===== config.mk =====
export PLATFORM = sky130hd
export DESIGN_NAME = cpdis_top
export DESIGN_NICKNAME = d
export VERILOG_FILES = /design/src/include/cpdis_pkg.sv /design/src/hw/cpdis_top.sv
export SDC_FILE = /design/constraint.sdc
export NUM_CORES = 1
export LEC_CHECK = 0
export BUFFER_PORTS_ARGS = -buffer_cell sky130_fd_sc_hd__buf_4
export CORE_AREA = 2 2 120 122
export CTS_BUF_LIST = sky130_fd_sc_hd__clkbuf_16
export CTS_CLUSTER_DIAMETER = 60
export DETAILED_ROUTE_END_ITERATION = 7
export DIE_AREA = 0 0 122 124
export PLACE_DENSITY_LB_ADDON = 0.15
export SETUP_SLACK_MARGIN = 0.05
export SKIP_CTS_REPAIR_TIMING = 1
export SLEW_MARGIN = 20
export SYNTH_ARGS = -nofsm -noshare
export SYNTH_HDL_FRONTEND = slang
export SYNTH_SLANG_ARGS = --single-unit
export TNS_END_PERCENT = 20

===== constraint.sdc =====
create_clock -name pclk -period 5.15 [get_ports pclk]
set_clock_uncertainty 0.05 [all_clocks]
set_input_delay 0.2575 -clock pclk [delete_from_list [all_inputs] [get_ports pclk]]
set_output_delay 0.2575 -clock pclk [all_outputs]
set_load 0.05 [all_outputs]

===== src/include/cpdis_pkg.sv =====
//**************************************************************
// Purpose: shared constants and types of the charger port detect block
// Assumes: 50 MHz pclk, APB register access with 32-bit data
// Notes:   register byte address is four times the register index
//**************************************************************
package cpdis_pkg;
	//**************************************************************
	// timing
	//**************************************************************
	localparam longint CLK_HZ     = 50_000_000;
	localparam longint WDOG_S     = 50;                       // watchdog time, seconds
	localparam longint WDOG_CYC   = WDOG_S * CLK_HZ;
	localparam longint DCD_MS     = 600;                      // contact detect timeout, ms
	localparam longint DCD_CYC    = DCD_MS * CLK_HZ / 1000;
	localparam longint STEP_MS    = 40;                       // settle time of each step, ms
	localparam longint STEP_CYC   = STEP_MS * CLK_HZ / 1000;

	//**************************************************************
	// register map and fields
	//**************************************************************
	localparam logic [9:0]  CTRL_IDX      = 10'h004;
	localparam logic [9:0]  CLRV_IDX      = 10'h007;
	localparam logic [9:0]  STAT_IDX      = 10'h008;
	localparam int          WDOG_EN_BIT   = 0;
	localparam int          CHARGE_CURRENT_RESISTOR_PIN_EXT_BIT  = 1;
	localparam int          FORCE_BIT     = 4;
	localparam int          CLRV_BIT      = 4;
	localparam int          ST_PORT_LSB   = 0;
	localparam int          ST_DONE_BIT   = 3;
	localparam int          ST_HOST_BIT   = 4;
	localparam int          ST_FORCED_BIT = 5;
	localparam int          ST_DPLUS_BIT  = 6;
	localparam logic        WDOG_EN_RST   = 1'b1;
	localparam logic        CHARGE_CURRENT_RESISTOR_PIN_EXT_RST  = 1'b0;

	//**************************************************************
	// types
	//**************************************************************
	typedef enum logic [2:0] {
		PORT_NONE, PORT_DCP, PORT_CDP, PORT_SDP, PORT_NS
	} cpdis_port_t;
	typedef enum logic [2:0] {
		INPUT_LIMIT_RESISTOR_PIN_100, INPUT_LIMIT_RESISTOR_PIN_500, INPUT_LIMIT_RESISTOR_PIN_1500, INPUT_LIMIT_RESISTOR_PIN_2000, INPUT_LIMIT_RESISTOR_PIN_EXT, INPUT_LIMIT_RESISTOR_PIN_HIZ
	} cpdis_input_limit_resistor_pin_t;
	typedef enum logic [1:0] {DPM_THRESHOLD_PIN_436, DPM_THRESHOLD_PIN_468, DPM_THRESHOLD_PIN_EXT, DPM_THRESHOLD_PIN_NONE} cpdis_dpm_threshold_pin_t;
	typedef enum logic [1:0] {TMR_45M, TMR_6H, TMR_NONE} cpdis_tmr_t;

	// analog comparator and pin status, all asynchronous to pclk
	typedef struct packed {
		logic vbus_present;
		logic data_contact;
		logic primary_hi;
		logic secondary_hi;
		logic nonstd_match;
		logic battery_good;
		logic vin_good;
		logic input_limit_resistor_pin_short;
		logic input_limit_resistor_pin_float;
		logic charge_current_resistor_pin_short;
		logic dpm_threshold_pin_short;
		logic input_limit_resistor_pin_select_lo;
		logic input_limit_resistor_pin_select_hi;
	} cpdis_ana_t;

	typedef struct packed {
		cpdis_input_limit_resistor_pin_t input_limit_resistor_pin;
		cpdis_dpm_threshold_pin_t dpm_threshold_pin;
		cpdis_tmr_t  tmr;
	} cpdis_cfg_t;
endpackage


===== src/hw/cpdis_top.sv =====
//**************************************************************
// Purpose: port detection and input limit selection of a charger
// Assumes: analog comparators and pin straps arrive on ana_i
// Notes:   registers over APB, zero wait states
//**************************************************************
//
// The address map and the APB slave port were left to the implementer.
`timescale 1ns/1ps
module cpdis_top #(
	parameter logic [31:0] WDOG_CYCLES = 32'(cpdis_pkg::WDOG_CYC),
	parameter logic [31:0] DCD_CYCLES  = 32'(cpdis_pkg::DCD_CYC),
	parameter logic [31:0] STEP_CYCLES = 32'(cpdis_pkg::STEP_CYC)
) (
	input  wire logic                 pclk,
	input  wire logic                 presetn,
	input  wire logic                 psel,
	input  wire logic                 penable,
	input  wire logic                 pwrite,
	input  wire logic [11:0]          paddr,
	input  wire logic [31:0]          pwdata,
	output logic      [31:0]          prdata,
	output logic                      pready,
	output logic                      pslverr,
	input  wire cpdis_pkg::cpdis_ana_t ana_i,
	output cpdis_pkg::cpdis_cfg_t     cfg_o,
	output logic                      dplus_source_o,
	output logic                      charge_fault_o,
	output logic                      charge_suspend_o,
	output logic                      charge_zero_o,
	output logic                      power_good_n_o,
	output logic                      power_good_n_oe
);
	//**************************************************************
	// declarations
	//**************************************************************
	typedef enum {ST_IDLE, ST_DCD, ST_PRIMARY, ST_SEC_DCP, ST_SEC_SDP,
		ST_NONSTD, ST_CONFIG, ST_DONE} cpdis_st_t;

	cpdis_pkg::cpdis_ana_t  ana_m_r, ana_s_r;
	cpdis_st_t              st_r;
	cpdis_pkg::cpdis_port_t port_r, app_port_r;
	cpdis_pkg::cpdis_cfg_t  cfg_nxt;
	logic [31:0]            cnt_r, wd_cnt_r;
	logic                   vbus_d_r, host_r, wdog_en_r, charge_current_resistor_pin_ext_r;
	logic                   force_r, forced_r, det_done_r, dplus_clr_r;
	logic                   sel_act_r;
	logic [1:0]             sel_snap_r;
	logic                   setup, access, wr_acc, hit, start, step_done;
	logic                   wr_force, wr_clrv;
	logic [31:0]            rd_nxt;

	//**************************************************************
	// input synchroniser and apb decode
	//**************************************************************
	// whole status bundle through two flops; only the second is read
	always_ff @(posedge pclk or negedge presetn) begin
		if (!presetn) begin
			ana_m_r <= '0;
			ana_s_r <= '0;
			vbus_d_r <= 1'b0;
		end else begin
			ana_m_r <= ana_i;
			ana_s_r <= ana_m_r;
			vbus_d_r <= ana_s_r.vbus_present;
		end
	end

	assign setup    = psel && !penable;
	assign access   = psel && penable;
	assign hit      = (paddr[11:2] == cpdis_pkg::CTRL_IDX) ||
	                  (paddr[11:2] == cpdis_pkg::CLRV_IDX) ||
	                  (paddr[11:2] == cpdis_pkg::STAT_IDX);
	assign wr_acc   = access && pwrite;
	assign wr_force = wr_acc && (paddr[11:2] == cpdis_pkg::CTRL_IDX) &&
	                  pwdata[cpdis_pkg::FORCE_BIT];
	assign wr_clrv  = wr_acc && (paddr[11:2] == cpdis_pkg::CLRV_IDX) &&
	                  pwdata[cpdis_pkg::CLRV_BIT];
	assign pready   = 1'b1;
	assign pslverr  = access && !hit;

	// read data captured in setup so it comes from a flop in access
	always_comb begin
		rd_nxt = 32'h0000_0000;
		case (paddr[11:2])
			cpdis_pkg::CTRL_IDX: begin
				rd_nxt[cpdis_pkg::WDOG_EN_BIT]  = wdog_en_r;
				rd_nxt[cpdis_pkg::CHARGE_CURRENT_RESISTOR_PIN_EXT_BIT] = charge_current_resistor_pin_ext_r;
				rd_nxt[cpdis_pkg::FORCE_BIT]    = force_r;
			end
			cpdis_pkg::CLRV_IDX: rd_nxt[cpdis_pkg::CLRV_BIT] = dplus_source_o;
			cpdis_pkg::STAT_IDX: begin
				rd_nxt[cpdis_pkg::ST_PORT_LSB +: 3] = port_r;
				rd_nxt[cpdis_pkg::ST_DONE_BIT]      = det_done_r;
				rd_nxt[cpdis_pkg::ST_HOST_BIT]      = host_r;
				rd_nxt[cpdis_pkg::ST_FORCED_BIT]    = forced_r;
				rd_nxt[cpdis_pkg::ST_DPLUS_BIT]     = dplus_source_o;
			end
			default: rd_nxt = 32'h0000_0000;
		endcase
	end

	always_ff @(posedge pclk or negedge presetn) begin
		if (!presetn) begin
			prdata <= 32'h0000_0000;
		end else if (setup && !pwrite) begin
			prdata <= rd_nxt;
		end
	end

	//**************************************************************
	// control register and host mode
	//**************************************************************
	always_ff @(posedge pclk or negedge presetn) begin
		if (!presetn) begin
			wdog_en_r  <= cpdis_pkg::WDOG_EN_RST;
			charge_current_resistor_pin_ext_r <= cpdis_pkg::CHARGE_CURRENT_RESISTOR_PIN_EXT_RST;
		end else if (wr_acc && paddr[11:2] == cpdis_pkg::CTRL_IDX) begin
			wdog_en_r  <= pwdata[cpdis_pkg::WDOG_EN_BIT];
			charge_current_resistor_pin_ext_r <= pwdata[cpdis_pkg::CHARGE_CURRENT_RESISTOR_PIN_EXT_BIT];
		end
	end

	// any access reloads the watchdog; expiry drops back to standalone
	always_ff @(posedge pclk or negedge presetn) begin
		if (!presetn) begin
			host_r   <= 1'b0;
			wd_cnt_r <= 32'h0000_0000;
		end else if (access) begin
			host_r   <= 1'b1;
			wd_cnt_r <= WDOG_CYCLES - 32'h0000_0001;
		end else if (host_r && wdog_en_r) begin
			if (wd_cnt_r == 32'h0000_0000) begin
				host_r <= 1'b0;
			end else begin
				wd_cnt_r <= wd_cnt_r - 32'h0000_0001;
			end
		end
	end

	// pending force request; a new write wins over the clear at start
	always_ff @(posedge pclk or negedge presetn) begin
		if (!presetn) begin
			force_r <= 1'b0;
		end else begin
			if (start) begin
				force_r <= 1'b0;
			end
			if (wr_force) begin
				force_r <= 1'b1;
			end
		end
	end

	//**************************************************************
	// detection sequence
	//**************************************************************
	assign start = (st_r == ST_IDLE || st_r == ST_DONE) &&
	               (force_r || (ana_s_r.vbus_present && !vbus_d_r && !host_r));
	assign step_done = (cnt_r >= STEP_CYCLES - 32'h0000_0001);

	// state, its dwell counter and the detected port type
	always_ff @(posedge pclk or negedge presetn) begin
		if (!presetn) begin
			st_r   <= ST_IDLE;
			cnt_r  <= 32'h0000_0000;
			port_r <= cpdis_pkg::PORT_NONE;
		end else begin
			cnt_r <= cnt_r + 32'h0000_0001;
			case (st_r)
				ST_IDLE, ST_DONE: begin
					if (start) begin
						st_r  <= ST_DCD;
						cnt_r <= 32'h0000_0000;
					end
				end
				ST_DCD: begin
					if (ana_s_r.data_contact) begin
						st_r  <= ST_PRIMARY;
						cnt_r <= 32'h0000_0000;
					end else if (cnt_r >= DCD_CYCLES - 32'h0000_0001) begin
						st_r  <= ST_NONSTD;
						cnt_r <= 32'h0000_0000;
					end
				end
				ST_PRIMARY: begin
					if (step_done) begin
						st_r  <= ana_s_r.primary_hi ? ST_SEC_DCP : ST_SEC_SDP;
						cnt_r <= 32'h0000_0000;
					end
				end
				ST_SEC_DCP: begin
					if (step_done) begin
						port_r <= ana_s_r.secondary_hi ? cpdis_pkg::PORT_DCP
						                               : cpdis_pkg::PORT_CDP;
						st_r   <= ST_CONFIG;
					end
				end
				ST_SEC_SDP: begin
					// unidentified ports such as accessory adapters land on the 500 mA type
					if (step_done) begin
						port_r <= ana_s_r.secondary_hi ? cpdis_pkg::PORT_NS
						                               : cpdis_pkg::PORT_SDP;
						st_r   <= ST_CONFIG;
					end
				end
				ST_NONSTD: begin
					if (step_done) begin
						cnt_r <= 32'h0000_0000;
						if (ana_s_r.nonstd_match) begin
							port_r <= cpdis_pkg::PORT_NS;
							st_r   <= ST_CONFIG;
						end else begin
							st_r   <= ST_PRIMARY;
						end
					end
				end
				ST_CONFIG: st_r <= ST_DONE;
				default: st_r <= ST_IDLE;
			endcase
		end
	end

	// completion flag and the port type that actually steers the limit
	always_ff @(posedge pclk or negedge presetn) begin
		if (!presetn) begin
			det_done_r <= 1'b0;
			forced_r   <= 1'b0;
			app_port_r <= cpdis_pkg::PORT_NONE;
		end else begin
			if (start) begin
				det_done_r <= 1'b0;
				forced_r   <= force_r && host_r;
			end
			if (st_r == ST_CONFIG) begin
				det_done_r <= 1'b1;
				if (!forced_r) begin
					app_port_r <= port_r;
				end
			end
		end
	end

	// select pins only take over after a change seen past detection
	always_ff @(posedge pclk or negedge presetn) begin
		if (!presetn) begin
			sel_act_r  <= 1'b0;
			sel_snap_r <= 2'b00;
		end else if (start) begin
			sel_act_r  <= 1'b0;
		end else if (st_r == ST_CONFIG) begin
			sel_snap_r <= {ana_s_r.input_limit_resistor_pin_select_hi, ana_s_r.input_limit_resistor_pin_select_lo};
		end else if (det_done_r &&
		             sel_snap_r != {ana_s_r.input_limit_resistor_pin_select_hi, ana_s_r.input_limit_resistor_pin_select_lo}) begin
			sel_act_r  <= 1'b1;
		end
	end

	//**************************************************************
	// limit, threshold and timer selection
	//**************************************************************
	// before any detection the safe 100 mA setting holds
	always_comb begin
		cfg_nxt = '{cpdis_pkg::INPUT_LIMIT_RESISTOR_PIN_100, cpdis_pkg::DPM_THRESHOLD_PIN_436, cpdis_pkg::TMR_45M};
		if (sel_act_r) begin
			case ({ana_s_r.input_limit_resistor_pin_select_hi, ana_s_r.input_limit_resistor_pin_select_lo})
				2'b00: cfg_nxt = '{cpdis_pkg::INPUT_LIMIT_RESISTOR_PIN_500, cpdis_pkg::DPM_THRESHOLD_PIN_436,
				                   cpdis_pkg::TMR_6H};
				2'b01: cfg_nxt = '{cpdis_pkg::INPUT_LIMIT_RESISTOR_PIN_EXT, cpdis_pkg::DPM_THRESHOLD_PIN_EXT,
				                   cpdis_pkg::TMR_6H};
				2'b10: cfg_nxt = '{cpdis_pkg::INPUT_LIMIT_RESISTOR_PIN_100, cpdis_pkg::DPM_THRESHOLD_PIN_436,
				                   cpdis_pkg::TMR_6H};
				default: cfg_nxt = '{cpdis_pkg::INPUT_LIMIT_RESISTOR_PIN_HIZ, cpdis_pkg::DPM_THRESHOLD_PIN_NONE,
				                     cpdis_pkg::TMR_NONE};
			endcase
		end else if (det_done_r || app_port_r != cpdis_pkg::PORT_NONE) begin
			case (app_port_r)
				cpdis_pkg::PORT_DCP: cfg_nxt = '{cpdis_pkg::INPUT_LIMIT_RESISTOR_PIN_EXT,
				                     cpdis_pkg::DPM_THRESHOLD_PIN_EXT, cpdis_pkg::TMR_6H};
				cpdis_pkg::PORT_CDP: cfg_nxt = ana_s_r.battery_good ?
				    '{cpdis_pkg::INPUT_LIMIT_RESISTOR_PIN_1500, cpdis_pkg::DPM_THRESHOLD_PIN_EXT, cpdis_pkg::TMR_6H} :
				    '{cpdis_pkg::INPUT_LIMIT_RESISTOR_PIN_100, cpdis_pkg::DPM_THRESHOLD_PIN_EXT, cpdis_pkg::TMR_45M};
				cpdis_pkg::PORT_SDP: cfg_nxt = ana_s_r.battery_good ?
				    '{cpdis_pkg::INPUT_LIMIT_RESISTOR_PIN_HIZ, cpdis_pkg::DPM_THRESHOLD_PIN_NONE, cpdis_pkg::TMR_NONE} :
				    '{cpdis_pkg::INPUT_LIMIT_RESISTOR_PIN_100, cpdis_pkg::DPM_THRESHOLD_PIN_EXT, cpdis_pkg::TMR_45M};
				cpdis_pkg::PORT_NS: cfg_nxt = '{cpdis_pkg::INPUT_LIMIT_RESISTOR_PIN_500,
				                    cpdis_pkg::DPM_THRESHOLD_PIN_EXT, cpdis_pkg::TMR_6H};
				default: cfg_nxt = '{cpdis_pkg::INPUT_LIMIT_RESISTOR_PIN_100, cpdis_pkg::DPM_THRESHOLD_PIN_436,
				                     cpdis_pkg::TMR_45M};
			endcase
		end
		// a shorted resistor pin stands for the internal default
		if (cfg_nxt.input_limit_resistor_pin == cpdis_pkg::INPUT_LIMIT_RESISTOR_PIN_EXT && ana_s_r.input_limit_resistor_pin_short) begin
			cfg_nxt.input_limit_resistor_pin = cpdis_pkg::INPUT_LIMIT_RESISTOR_PIN_2000;
		end
		if (cfg_nxt.dpm_threshold_pin == cpdis_pkg::DPM_THRESHOLD_PIN_EXT && ana_s_r.dpm_threshold_pin_short) begin
			cfg_nxt.dpm_threshold_pin = cpdis_pkg::DPM_THRESHOLD_PIN_468;
		end
	end

	//**************************************************************
	// registered outputs
	//**************************************************************
	always_ff @(posedge pclk or negedge presetn) begin
		if (!presetn) begin
			cfg_o <= '{cpdis_pkg::INPUT_LIMIT_RESISTOR_PIN_100, cpdis_pkg::DPM_THRESHOLD_PIN_436, cpdis_pkg::TMR_45M};
			charge_fault_o   <= 1'b0;
			charge_suspend_o <= 1'b0;
			charge_zero_o    <= 1'b0;
			power_good_n_oe  <= 1'b0;
		end else begin
			cfg_o            <= cfg_nxt;
			charge_fault_o   <= ana_s_r.charge_current_resistor_pin_short;
			charge_suspend_o <= ana_s_r.charge_current_resistor_pin_short;
			charge_zero_o    <= ana_s_r.input_limit_resistor_pin_float && charge_current_resistor_pin_ext_r;
			power_good_n_oe  <= det_done_r && ana_s_r.vin_good;
		end
	end
	assign power_good_n_o = 1'b0;

	// d+ source while waking a dead battery; software clear stays until re-detect
	always_ff @(posedge pclk or negedge presetn) begin
		if (!presetn) begin
			dplus_clr_r    <= 1'b0;
			dplus_source_o <= 1'b0;
		end else begin
			if (start) begin
				dplus_clr_r <= 1'b0;
			end
			if (wr_clrv) begin
				dplus_clr_r <= 1'b1;
			end
			dplus_source_o <= det_done_r && !ana_s_r.battery_good && !dplus_clr_r &&
			                  (app_port_r == cpdis_pkg::PORT_CDP ||
			                   app_port_r == cpdis_pkg::PORT_SDP);
		end
	end
endmodule


Yosys cells after proc, flatten, opt, wreduce, memory -nomap -nowiden. Cells that the tools add are included.

Bitwise logic cells: 2. Add/subtract/negate cells: 2. Magnitude comparators: 2. Multiplexer cells: 46. Eq/ne operators: 31. Reductions and logical operators: 57.

Operators by type and width (number): $mux W32 (13); $pmux W32 S6 (1); $eq A32 B3 Y1 const B (4); $logic_not A32 Y1 (3); $pmux W32 S3 (1); $eq A32 B2 Y1 const B (2); $eq A32 B4 Y1 const B (2); $add A32 B1 Y32 const B (1); $eq A32 B1 Y1 const B (1); $ge A32 B21 Y1 const B (1); $ge A32 B25 Y1 const B (1); $sub A32 B1 Y32 const B (1); $pmux W7 S4 (1); $mux W3 (8); $logic_and A1 B1 Y1 (22); $mux W7 (3); $pmux W7 S3 (1); $eq A10 B3 Y1 const B (2); $ne A2 B2 Y1 const B (8); $reduce_bool A2 Y1 (6); $eq A10 B4 Y1 const B (1); $mux W1 (10); $reduce_and A2 Y1 (5); $reduce_and A5 Y1 (2); other kinds (19) (40).

Output and inout bits: 47. Logic and storage cells: 189. Input bits: 62. Register bits: 157.

Longest topological paths before layout. Gate-level depths: netlist (run 1).

Word-level depth: 7. Gate-level depth with buffers: 9. Mapped depth without buffers: 8.

Worst setup path before layout (run 1). OpenSTA, ideal clock, no wires.

Path kind: input-to-output. Start point: input paddr[6]. End point: output pslverr. Cell stages on the path: 5. Required time: 4843 ps. Arrival time: 2230 ps. Path buffers: 1. Path slack: 2612 ps. Path through: or4_1 -> or3_1 -> nor4bb_1 -> clkbuf_1 -> nor4_1.

Cells in the longest elaborated chain, start to end: 5. Elaborated cells between the ends (all ways): 7. Those cells by class: 3 x eq/ne; 4 x reduce/logical.

RTL lines: from (decl) (RTL line cpdis_top.sv:19) `input wire logic [11:0] paddr,`; $eq A10 B3 Y1 (on tied branches) (RTL line cpdis_top.sv:70, cpdis_top.sv:71); $logic_or A1 B1 Y1 (RTL line cpdis_top.sv:70) `assign hit = (paddr[11:2] == cpdis_pkg::CTRL_IDX) ||`; $logic_or A1 B1 Y1 * (RTL line cpdis_top.sv:71) `(paddr[11:2] == cpdis_pkg::CLRV_IDX) ||`; $logic_not A1 Y1 * (RTL line cpdis_top.sv:79) `assign pslverr = access && !hit;`; $logic_and A1 B1 Y1 * (RTL line cpdis_top.sv:79); to (decl) (RTL line cpdis_top.sv:23) `output logic pslverr,`.

Every way passes the cells marked *; elsewhere a longest branch is shown, timed or not.

Final worst setup path (run 1).
Start point: register wd_cnt_r[22]. End point: register wd_cnt_r[15].

Cells in the longest elaborated chain, start to end: 3.

RTL lines: from (decl) (RTL line cpdis_top.sv:43) `logic [31:0] cnt_r, wd_cnt_r;`; from (signal assigned) (RTL line cpdis_top.sv:130) `wd_cnt_r <= WDOG_CYCLES - 32'h0000_0001;`; from (signal assigned) (RTL line cpdis_top.sv:135) `wd_cnt_r <= wd_cnt_r - 32'h0000_0001;`; $logic_not A32 Y1 (RTL line cpdis_top.sv:132) `if (wd_cnt_r == 32'h0000_0000) begin`; $ne A2 B2 Y1 (no line); $reduce_and A2 Y1 (no line).

No other way between the ends. A chain may end at the register's enable or synchronous reset.

==> results.py, run 1 <==
metrics = {
    "sta": {
        "fin_tns_setup_ps": 0,
        "tightest_slew_ps": 924,
        "hold_viol_final": 0,
        "setup_slack_ps": 2300,
        "fmax_ghz": 0.350,
        "drv_slew": 0,
        "setup_violations": 0,
        "max-slew-margin-rel_pct": 37.8,
        "rsz0062_at_grt": "false",
        "finalCritPeriodShare_pct": 55.4,
        "fin_crit_ps": 2850,
    },
    "layout": {
        "antennaDiodeCount": 0,
        "layout-drive-gt1-share_pct": 14.6,
        "multi_input_comb_area_um2": 2660,
        "final_nets": 740,
        "syn_to_final_growth_pct": 19.2,
        "seq_area_um2": 3200,
        "num-fill-cells": 1205,
    },
    "yosys": {
        "ys_seq_area_share_pct": 52.4,
        "synth.area.top_cells": "dfrtp_1 52%, xor2_1 4.4%, nor2_1 4.4%",
        "synthCells": 614,
        "netlist_area_um2": 6120,
        "synth_top_family_by_area": "simple AND/OR/NAND/NOR gates",
        "yosys-top-cells-count": "127 x dfrtp_1, 72 x nor2_1, 54 x nand2_1",
        "syn_avg_cell_area_um2": 9.97,
        "netlist.area_leader.share_pct": 51.9,
        "synthAdderAreaFrac_pct": 0.818,
        "yosysMostFrequentCell": "dfrtp_1",
        "synth-edff-count": 0,
        "ys_ff_latch": 128,
        "synth.area.mux_share_pct": 1.29,
        "synth-simple-area-share_pct": 22.3,
        "ys.flop_type": "dfrtp_1",
        "synth_xor_area_share_pct": 7.15,
        "ys_warn_count": 0,
        "synth_compound_area_share_pct": 10.1,
        "yosysTopAreaCell": "dfrtp_1",
        "async_flop_share_pct": 100,
        "synth_cell_types": 63,
    },
    "drt": {
        "antenna_left": 0,
        "dr.pass1.iters": 4,
        "wl_met3_um": 368,
        "wl_met2_mm": 5.85,
        "drt_iter0_markers": 224,
        "drc_errors": 0,
        "m1WireLength_mm": 5.57,
        "detail_route.vias_per_cell": 5.17,
        "num_vias": 4482,
        "finalWirelength_mm": 12.0,
        "top_layer": "met4",
        "wl_per_cell_um": 13.8,
    },
    "setup_path": {
        "startpoint": "wd_cnt_r[22]",
        "crit_type": "reg2reg",
        "cp.arrival_ps": 3090,
        "rr_startpoint": "wd_cnt_r[22]",
        "worst_ep_required_time_ps": 5380,
        "crit_path_end_kind": "flip-flop",
        "cp-start-kind": "flip-flop",
        "crit_path_max_fanout": 12,
    },
    "die": {
        "initial_utilization_pct": 44.6,
        "core_area_um2": 13700,
        "dieArea_um2": 15100,
        "pin_count": 109,
        "rows": 43,
        "dieHeight_um": 124,
        "die-width_um": 122,
    },
    "clock_network": {
        "clkLatencyLatePin_ps": 410,
        "h-tree-depth": 4,
        "numClockSinks": 128,
        "cts_tree": "done",
        "clkTransAtPathRegs_ps": 60,
        "cts_made_buffers": 17,
        "clockBufferDepth": 2,
        "cts_root_buffer": "clkbuf_16",
    },
    "placement": {
        "hpwl_mm": 8.16,
        "place_ws_ps": 2320,
        "io_buffers": 50,
        "routabilityCongestion": 0.805,
    },
    "global_route": {
        "grt_max_degree": 66,
        "grt_overflow": 0,
        "grt_pass1_wl_mm": 20.1,
        "grt_usage_pct": 16.9,
        "grt_pass1_vias": 4340,
        "antenna_found_initial": 0,
    },
    "worst_hold_path": {
        "min_from": "pwdata[1]",
        "hp-class": "in2reg",
    },
    "job": {
        "max-cap-violations": 0,
    },
    "power_and_ir_drop": {
        "p_leak_nw": 3.12,
        "powerDensity_nw_per_um2": 377,
        "irDropWorstVdd_mv": 0.240,
    },
    "outcome": {
        "status": "complete, no violations",
    },
}
==> state kept, by name, indices dropped and copies added (netlist names), 2 cells and up <==
name	count
sel_snap_r	2
cfg_o	7
st_r	3
prdata	7
app_port_r	3
ana_s_r	13
wd_cnt_r	32
ana_m_r	13
cnt_r	32
port_r	3
==> metal layers <==
metal	up-vias	track usage (%)
li1	2218	-
met1	2188	21.8
met2	63	27.5
met3	13	4.44
met4	0	6.54
met5	-	0
==> through the flow <==
| step | cells | power, W | cell area (um^2) | hold slack, ps | utilization, % |
|---|---|---|---|---|---|
| 6_report | 867 | 0.00275 | 7290 | 28.4 | 53.2 |
| 5_1_grt | 867 | 0.00288 | 7290 | 23.2 | 53.2 |
| 4_1_cts | 853 | 0.00277 | 7150 | -115 | 52.1 |
| 3_5_place_dp | 821 | 0.00152 | 6540 | 286 | 47.6 |
| 3_3_place_gp | 821 | 0.00150 | 6530 | 284 | 47.6 |
| 2_1_floorplan | 639 | 0.00143 | 6210 | -88.1 | - |
==> power breakdown <==
| group | total [W] | switching, W | internal (W) |
|---|---|---|---|
| Sequential | 0.00116 | 0.0000826 | 0.00108 |
| Combinational | 0.000348 | 0.000213 | 0.000135 |
| Clock | 0.00124 | 0.000436 | 0.000806 |
| Total | 0.00275 | 0.000732 | 0.00202 |
==> final timing paths <==
path	endpoint	slack, ps	cells after the start
setup reg to reg	wd_cnt_r[15]	2300	6
hold / removal	charge_current_resistor_pin_ext_r	30	2
setup / recovery	wd_cnt_r[15]	2300	6
hold reg to reg	ana_s_r[12]	300	0
max in group asynchronous	wd_cnt_r[25]	3330	3
min in group asynchronous	cnt_r[27]	430	2
==> cell usage in the layout, fill, tap and decap left out, types with 3 or more instances in the layout <==
cell type / instances
mux2_2: 7
inv_1: 15
nand2_1: 54
or4_1: 7
nor4_1: 13
nand4_1: 10
o211ai_1: 7
dfrtp_1: 127
o31a_1: 6
a21oi_1: 17
o21ai_0: 15
nor3_1: 23
xor2_1: 31
buf_4: 52
conb_1: 27
o31ai_1: 5
o2111ai_1: 3
o21a_1: 9
nor2b_1: 6
and3_1: 5
xnor2_1: 19
o21ai_1: 4
a21o_1: 3
bufinv_16: 4
nand2b_1: 7
nand3_1: 32
a211oi_1: 4
clkbuf_16: 17
ha_1: 4
a31oi_1: 4
and2_1: 7
nor2_1: 72
or3_1: 9
dlygate4sd3_1: 14
clkinvlp_4: 4
==> final cells by class <==
cell class	count	share of cell area, %
clock buffers	17	5.83
inverters	14	0.720
well taps	180	3.09
flip-flops and latches	128	43.9
clock inverters	15	2.66
multi-input cells	447	36.5
repair buffers	66	7.27
==> cells by family (layout without fill, tap and decap cells) <==
kind of cell	Yosys count	count (layout)
AND/OR/NAND/NOR	268	268
flip-flops	128	128
AO/OA/AOI/OAI	91	91
buffers and inverters	64	112
XOR/XNOR	50	50
multiplexers	7	7
adder cells (fa/ha/maj)	4	4
other	2	27
==> worst max-delay path, cell delays in order, from the launching register on <==
cell	delay [ps]
dfrtp_1	400
nor4_1	710
and3_1	290
nand3_1	110
o21ai_1	710
nor3_1	80
or3b_1	380
Power figures use the tool's default switching activity.
==> run 2: changes to the inputs <==
- ABC_AREA: not set -> 1
- CORE_AREA: 2 2 120 122 -> 2 2 128 130
- DIE_AREA: 0 0 122 124 -> 0 0 130 132
- clock period: 5.15 -> 2.4 ns (I/O delays scaled with it)
==> results.py, run 2 <==
metrics = {
    "global_route": {
        "grt_max_degree": 51,
        "grt.busiest_layer": "met2",
        "grtUsageMet1_pct": 25.4,
        "grt_pass1_vias": 5283,
        "antenna_found_initial": 0,
        "grt_overflow": 0,
        "grt_usage_pct": 18.4,
        "grt_pass1_wl_mm": 25.2,
        "met3_usage_pct": 4.83,
        "met2_usage_pct": 28.7,
    },
    "placement": {
        "routabilityCongestion": 0.859,
        "hpwl_mm": 10.5,
        "placed_cells": 1144,
        "dpl_cell_area_um2": 7530,
        "io_buffers": 50,
    },
    "drt": {
        "finalWirelength_mm": 14.9,
        "num_vias": 5611,
        "detail_route.vias_per_cell": 4.70,
        "drt_iter0_markers": 312,
        "antenna_left": 0,
        "wl_per_cell_um": 12.5,
        "drc_errors": 0,
        "dr.pass1.iters": 5,
    },
    "layout": {
        "top_regs": "cnt_r x32, wd_cnt_r x32",
        "layout_commonest_cell": "nand2_1",
        "final_cell_mix": "183 x nand2_1, 127 x dfrtp_1, 117 x inv_1, 115 x nor2_1, 59 x buf_4",
        "final_nets": 1030,
        "num-fill-cells": 1499,
        "fin_area_um2": 8310,
        "fin_cells": 1193,
        "layout-drive-gt1-share_pct": 15.1,
        "post-route-util_pct": 52.9,
        "antennaDiodeCount": 0,
        "syn_to_final_growth_pct": 19.6,
    },
    "setup_path": {
        "crit_path_end_kind": "flip-flop",
        "cp.arrival_ps": 2360,
        "crit_slowest_cell": "dfrtp_1",
        "crit_type": "reg2reg",
        "worst_ep_required_time_ps": 2660,
        "crit_path_max_fanout": 13,
        "ff2ff_setup_slack_ps": 300,
        "cp-start-kind": "flip-flop",
        "cp_cell_sequence": "ha_1, nand2_2, nor2_4, nand2_4, nand2_2, nand2_1, nand2_1, nand2_2, a21oi_4, nand3_4, buf_4, nand2_1, inv_1",
        "slowest_delay_ps": 370,
    },
    "power_and_ir_drop": {
        "swShare_pct": 30.6,
        "p_leak_nw": 4.12,
        "powerDensity_nw_per_um2": 772,
        "clkPwrFrac_pct": 42.0,
        "p_seq_share_pct": 37.8,
        "irDropWorstVdd_mv": 0.523,
        "comb_power_share_pct": 20.2,
        "power_switching_w": 0.00196,
        "p_int_w": 0.00445,
    },
    "yosys": {
        "synth.area.top_cells": "dfrtp_1 46%, nand2_1 9.9%, inv_1 6.3%",
        "synthAdderAreaFrac_pct": 0.720,
        "synth_xor_area_share_pct": 5.55,
        "ys_ff_latch": 128,
        "ys_warn_count": 0,
        "netlist_area_um2": 6950,
        "synth-edff-count": 0,
        "netlist.area_leader.share_pct": 45.7,
        "ys.flop_type": "dfrtp_1",
        "synth-simple-area-share_pct": 28.4,
        "synth.area.mux_share_pct": 0.162,
        "synth_compound_area_share_pct": 7.49,
        "yosysMostFrequentCell": "nand2_1",
        "synthCells": 881,
        "yosysTopAreaCell": "dfrtp_1",
        "synth_cell_types": 47,
        "ys_seq_area_share_pct": 46.1,
        "syn_avg_cell_area_um2": 7.89,
        "yosys-top-cells-count": "183 x nand2_1, 127 x dfrtp_1, 117 x inv_1",
        "synth_top_family_by_area": "simple AND/OR/NAND/NOR gates",
        "async_flop_share_pct": 100,
    },
    "sta": {
        "fin_tns_setup_ps": 0,
        "setup_violations": 0,
        "rsz0062_at_grt": "false",
        "hold_viol_final": 0,
        "fmax_ghz": 0.477,
        "max-slew-margin-rel_pct": 55.5,
        "drv_slew": 0,
        "fin_crit_ps": 2100,
        "tightest_slew_ps": 666,
        "finalCritPeriodShare_pct": 87.4,
        "fin_hold_ws_ps": 67.1,
    },
    "clock_network": {
        "clkTransAtPathRegs_ps": 60,
        "cts_root_buffer": "clkbuf_16",
        "cts_tree": "done",
        "clkLatencyLatePin_ps": 410,
        "h-tree-depth": 4,
        "clockBufferDepth": 2,
        "numClockSinks": 128,
        "cts_made_buffers": 17,
    },
    "die": {
        "dieHeight_um": 132,
        "initial_utilization_pct": 44.2,
        "core_area_um2": 15700,
        "rows": 46,
        "die-width_um": 130,
        "dieArea_um2": 17200,
        "pin_count": 109,
    },
    "outcome": {
        "status": "complete, no violations",
    },
    "job": {
        "max-cap-violations": 0,
    },
    "worst_hold_path": {
        "hp-class": "in2reg",
    },
}
-- run 2: cell count changes after synthesis, sizes merged, moves of 8 or more --
cell / before / now
nand2: 55 / 200
inv: 14 / 130
nor2: 72 / 125
o21ai: 19 / 50
nand3: 32 / 60
clkbuf: 17 / 4
xnor2: 19 / 6
nand4: 10 / 21
nor3: 24 / 13
or3: 10 / 0
nor4: 15 / 7
o21a: 9 / 1
or4: 8 / 0
-- run 2: worst max-delay path, delay by kind of cell, from the launching register on --
family	cells	cell delay, ps
AO/OA/AOI/OAI	1	200
flip-flops	1	370
buffers and inverters	2	290
adder cells (fa/ha/maj)	1	230
AND/OR/NAND/NOR	9	860
-- run 2: area by class of cell --
cell class,count,area (um^2),area share (%)
flip-flops and latches,128,3200,38.5
multi-input cells,606,3050,36.6
repair buffers,80,684,8.23
inverters,131,492,5.91
clock buffers,17,425,5.12
well taps,216,270,3.25
clock inverters,15,193,2.32
-- run 2: worst paths after layout --
kind                            start         end  cells after the start
max                          cnt_r[0]    cnt_r[0]                     13
min                            pwrite   wdog_en_r                      5
max reg2reg                  cnt_r[0]    cnt_r[0]                     13
min reg2reg                ana_m_r[5]  ana_s_r[5]                      0
max in group asynchronous     presetn   wdog_en_r                      3
min in group asynchronous     presetn    cnt_r[0]                      2
-- run 2: routing by layer --
| metal | up-vias | wire length [um] | part of all wire [%] |
|---|---|---|---|
| met3 | 10 | 574 | 3.9 |
| li1 | 2897 | - | - |
| met5 | - | 0 | 0 |
| met2 | 103 | 6900 | 46 |
| met1 | 2601 | 7280 | 49 |
| met4 | 0 | 136 | 0.91 |
-- run 2: cells by family (layout without fill, tap and decap cells) --
| logic type | count (synthesis) | after routing |
|---|---|---|
| AO/OA/AOI/OAI | 90 | 90 |
| other | 2 | 27 |
| flip-flops | 128 | 128 |
| XOR/XNOR | 44 | 44 |
| adder cells (fa/ha/maj) | 4 | 4 |
| multiplexers | 1 | 1 |
| AND/OR/NAND/NOR | 440 | 440 |
| buffers and inverters | 172 | 243 |
-- run 2: through the flow --
stage	setup slack, ps	total power (W)
after detailed placement	282	0.00374
after CTS	273	0.00648
after floorplan	63.2	0.00347
final	302	0.00642
after global placement	305	0.00374
after global routing	101	0.00679
-- run 2: power by group through the flow --
stage | Clock [W] | Sequential [W] | Combinational [W]
after floorplan | 0 | 0.00248 | 0.000982
after global placement | 0 | 0.00246 | 0.00128
after detailed placement | 0 | 0.00246 | 0.00128
after CTS | 0.00277 | 0.00242 | 0.00129
after global routing | 0.00288 | 0.00245 | 0.00147
final | 0.00269 | 0.00242 | 0.00130
==> run 3: changes to the inputs <==
- BUFFER_PORTS_ARGS: -buffer_cell sky130_fd_sc_hd__buf_4 -> -buffer_cell sky130_fd_sc_hd__buf_2
==> results.py, run 3 (synthesized netlist as in run 2, its figures left out) <==
metrics = {
    "global_route": {
        "grt_overflow": 0,
        "antenna_found_initial": 0,
        "grt_usage_pct": 18.2,
        "grt_pass1_vias": 5264,
        "grt_pass1_wl_mm": 25.0,
        "grt_max_degree": 53,
    },
    "drt": {
        "drc_errors": 0,
        "detail_route.vias_per_cell": 4.70,
        "drt_iter0_markers": 282,
        "num_vias": 5616,
        "finalWirelength_mm": 14.7,
        "antenna_left": 0,
        "wl_per_cell_um": 12.3,
        "dr.pass1.iters": 4,
    },
    "job": {
        "max-cap-violations": 0,
    },
    "die": {
        "dieHeight_um": 132,
        "dieArea_um2": 17200,
        "pin_count": 109,
        "die-width_um": 130,
        "core_area_um2": 15700,
        "initial_utilization_pct": 44.2,
        "rows": 46,
    },
    "clock_network": {
        "clockBufferDepth": 2,
        "cts_root_buffer": "clkbuf_16",
        "clkLatencyLatePin_ps": 420,
        "clkTransAtPathRegs_ps": 60,
        "cts_tree": "done",
        "cts_made_buffers": 17,
        "h-tree-depth": 4,
        "numClockSinks": 128,
    },
    "setup_path": {
        "cp-start-kind": "flip-flop",
        "reg2reg_depth": 10,
        "cp.arrival_ps": 2340,
        "cp_cell_sequence": "inv_1, ha_1, nand2_1, nor3_2, inv_1, nor2_1, nor2_2, buf_4, a21oi_1, o21ai_0",
        "crit_buf_inv": 3,
        "slowest_delay_ps": 360,
        "crit_path_end_kind": "flip-flop",
        "cp_top_family": "simple AND/OR/NAND/NOR gates",
        "crit_path_max_fanout": 15,
        "worst_ep_required_time_ps": 2640,
        "path_depth": 10,
        "crit_type": "reg2reg",
        "cpMostUsedCell": "inv_1",
        "crit_slowest_cell": "dfrtp_1",
    },
    "worst_hold_path": {
        "min_path_cells": 5,
        "hp-class": "in2reg",
    },
    "sta": {
        "hold_viol_final": 0,
        "setup_slack_ps": 303,
        "finalCritPeriodShare_pct": 87.4,
        "fmax_ghz": 0.477,
        "fin_crit_ps": 2100,
        "max-slew-margin-rel_pct": 56.6,
        "tightest_slew_ps": 650,
        "setup_violations": 0,
        "drv_slew": 0,
        "rsz0062_at_grt": "false",
        "fin_tns_setup_ps": 0,
    },
    "outcome": {
        "status": "complete, no violations",
    },
    "layout": {
        "num-fill-cells": 1509,
        "final_cell_mix": "183 x nand2_1, 127 x dfrtp_1, 117 x inv_1, 115 x nor2_1, 58 x nand3_1",
        "fin_area_um2": 8210,
        "final_nets": 1031,
        "layout-drive-gt1-share_pct": 15.4,
        "top_regs": "cnt_r x32, wd_cnt_r x32",
        "antennaDiodeCount": 0,
        "layout_commonest_cell": "nand2_1",
        "syn_to_final_growth_pct": 18.1,
    },
    "placement": {
        "routabilityCongestion": 0.881,
        "hpwl_mm": 10.6,
        "dpl_cell_area_um2": 7400,
        "io_buffers": 50,
        "place_ws_ps": 243,
    },
    "power_and_ir_drop": {
        "p_leak_nw": 4.10,
        "power_w": 0.00648,
        "irDropWorstVdd_mv": 0.487,
        "powerDensity_nw_per_um2": 790,
    },
}
## run 3: cell types whose count changed in the layout (fill, tap and decap cells not counted), moves of 2 or more
cell and delta:
buf_2 +49, buf_4 -47, inv_6 +3, clkinv_1 -2
## run 3: per-layer routing
layer	global-route usage [%]	wire (um)	vias to the layer above
li1	-	-	2903
met1	25.1	7070	2608
met2	28.5	6900	92
met3	4.67	564	13
met4	5.14	140	0
met5	0	0	-
## run 3: area by class of cell
cell class	count	area [um^2]	share of cell area, %
multi-input cells	606	3050	37.2
repair buffers	81	557	6.78
clock inverters	15	208	2.53
well taps	216	270	3.29
clock buffers	17	425	5.18
inverters	131	492	5.99
flip-flops and latches	128	3200	39.0
## run 3: worst reg2reg max path: stages (launching register included)
cell and delay (ps):
dfrtp_1 360, inv_1 100, ha_1 290, nand2_1 130
nor3_2 260, inv_1 100, nor2_1 150, nor2_2 70
buf_4 200, a21oi_1 160, o21ai_0 120
## run 3: final timing paths
| kind | from | endpoint | slack (ps) |
|---|---|---|---|
| worst max register to register | wd_cnt_r[0] | wd_cnt_r[13] | 300 |
| worst max-delay path | wd_cnt_r[0] | wd_cnt_r[13] | 300 |
| worst min register to register | ana_m_r[8] | ana_s_r[8] | 300 |
| max in group asynchronous | presetn | cnt_r[27] | 1400 |
| min in group asynchronous | presetn | ana_m_r[3] | 150 |
| worst min-delay path | pwrite | wdog_en_r | 50 |
## run 3: report_power, final
part	internal (W)	switching (W)
Clock	0.00175	0.00101
Combinational	0.000408	0.000891
Sequential	0.00231	0.000110
Total	0.00447	0.00201
## run 3: through the flow
stage / hold WS [ps] / instances / utilization [%]
2_1_floorplan: -226 / 906 / -
3_3_place_gp: 43.5 / 1145 / 47.1
3_5_place_dp: 44.4 / 1145 / 47.1
4_1_cts: -400 / 1177 / 51.1
5_1_grt: 80.7 / 1194 / 52.2
6_report: 53.8 / 1194 / 52.2
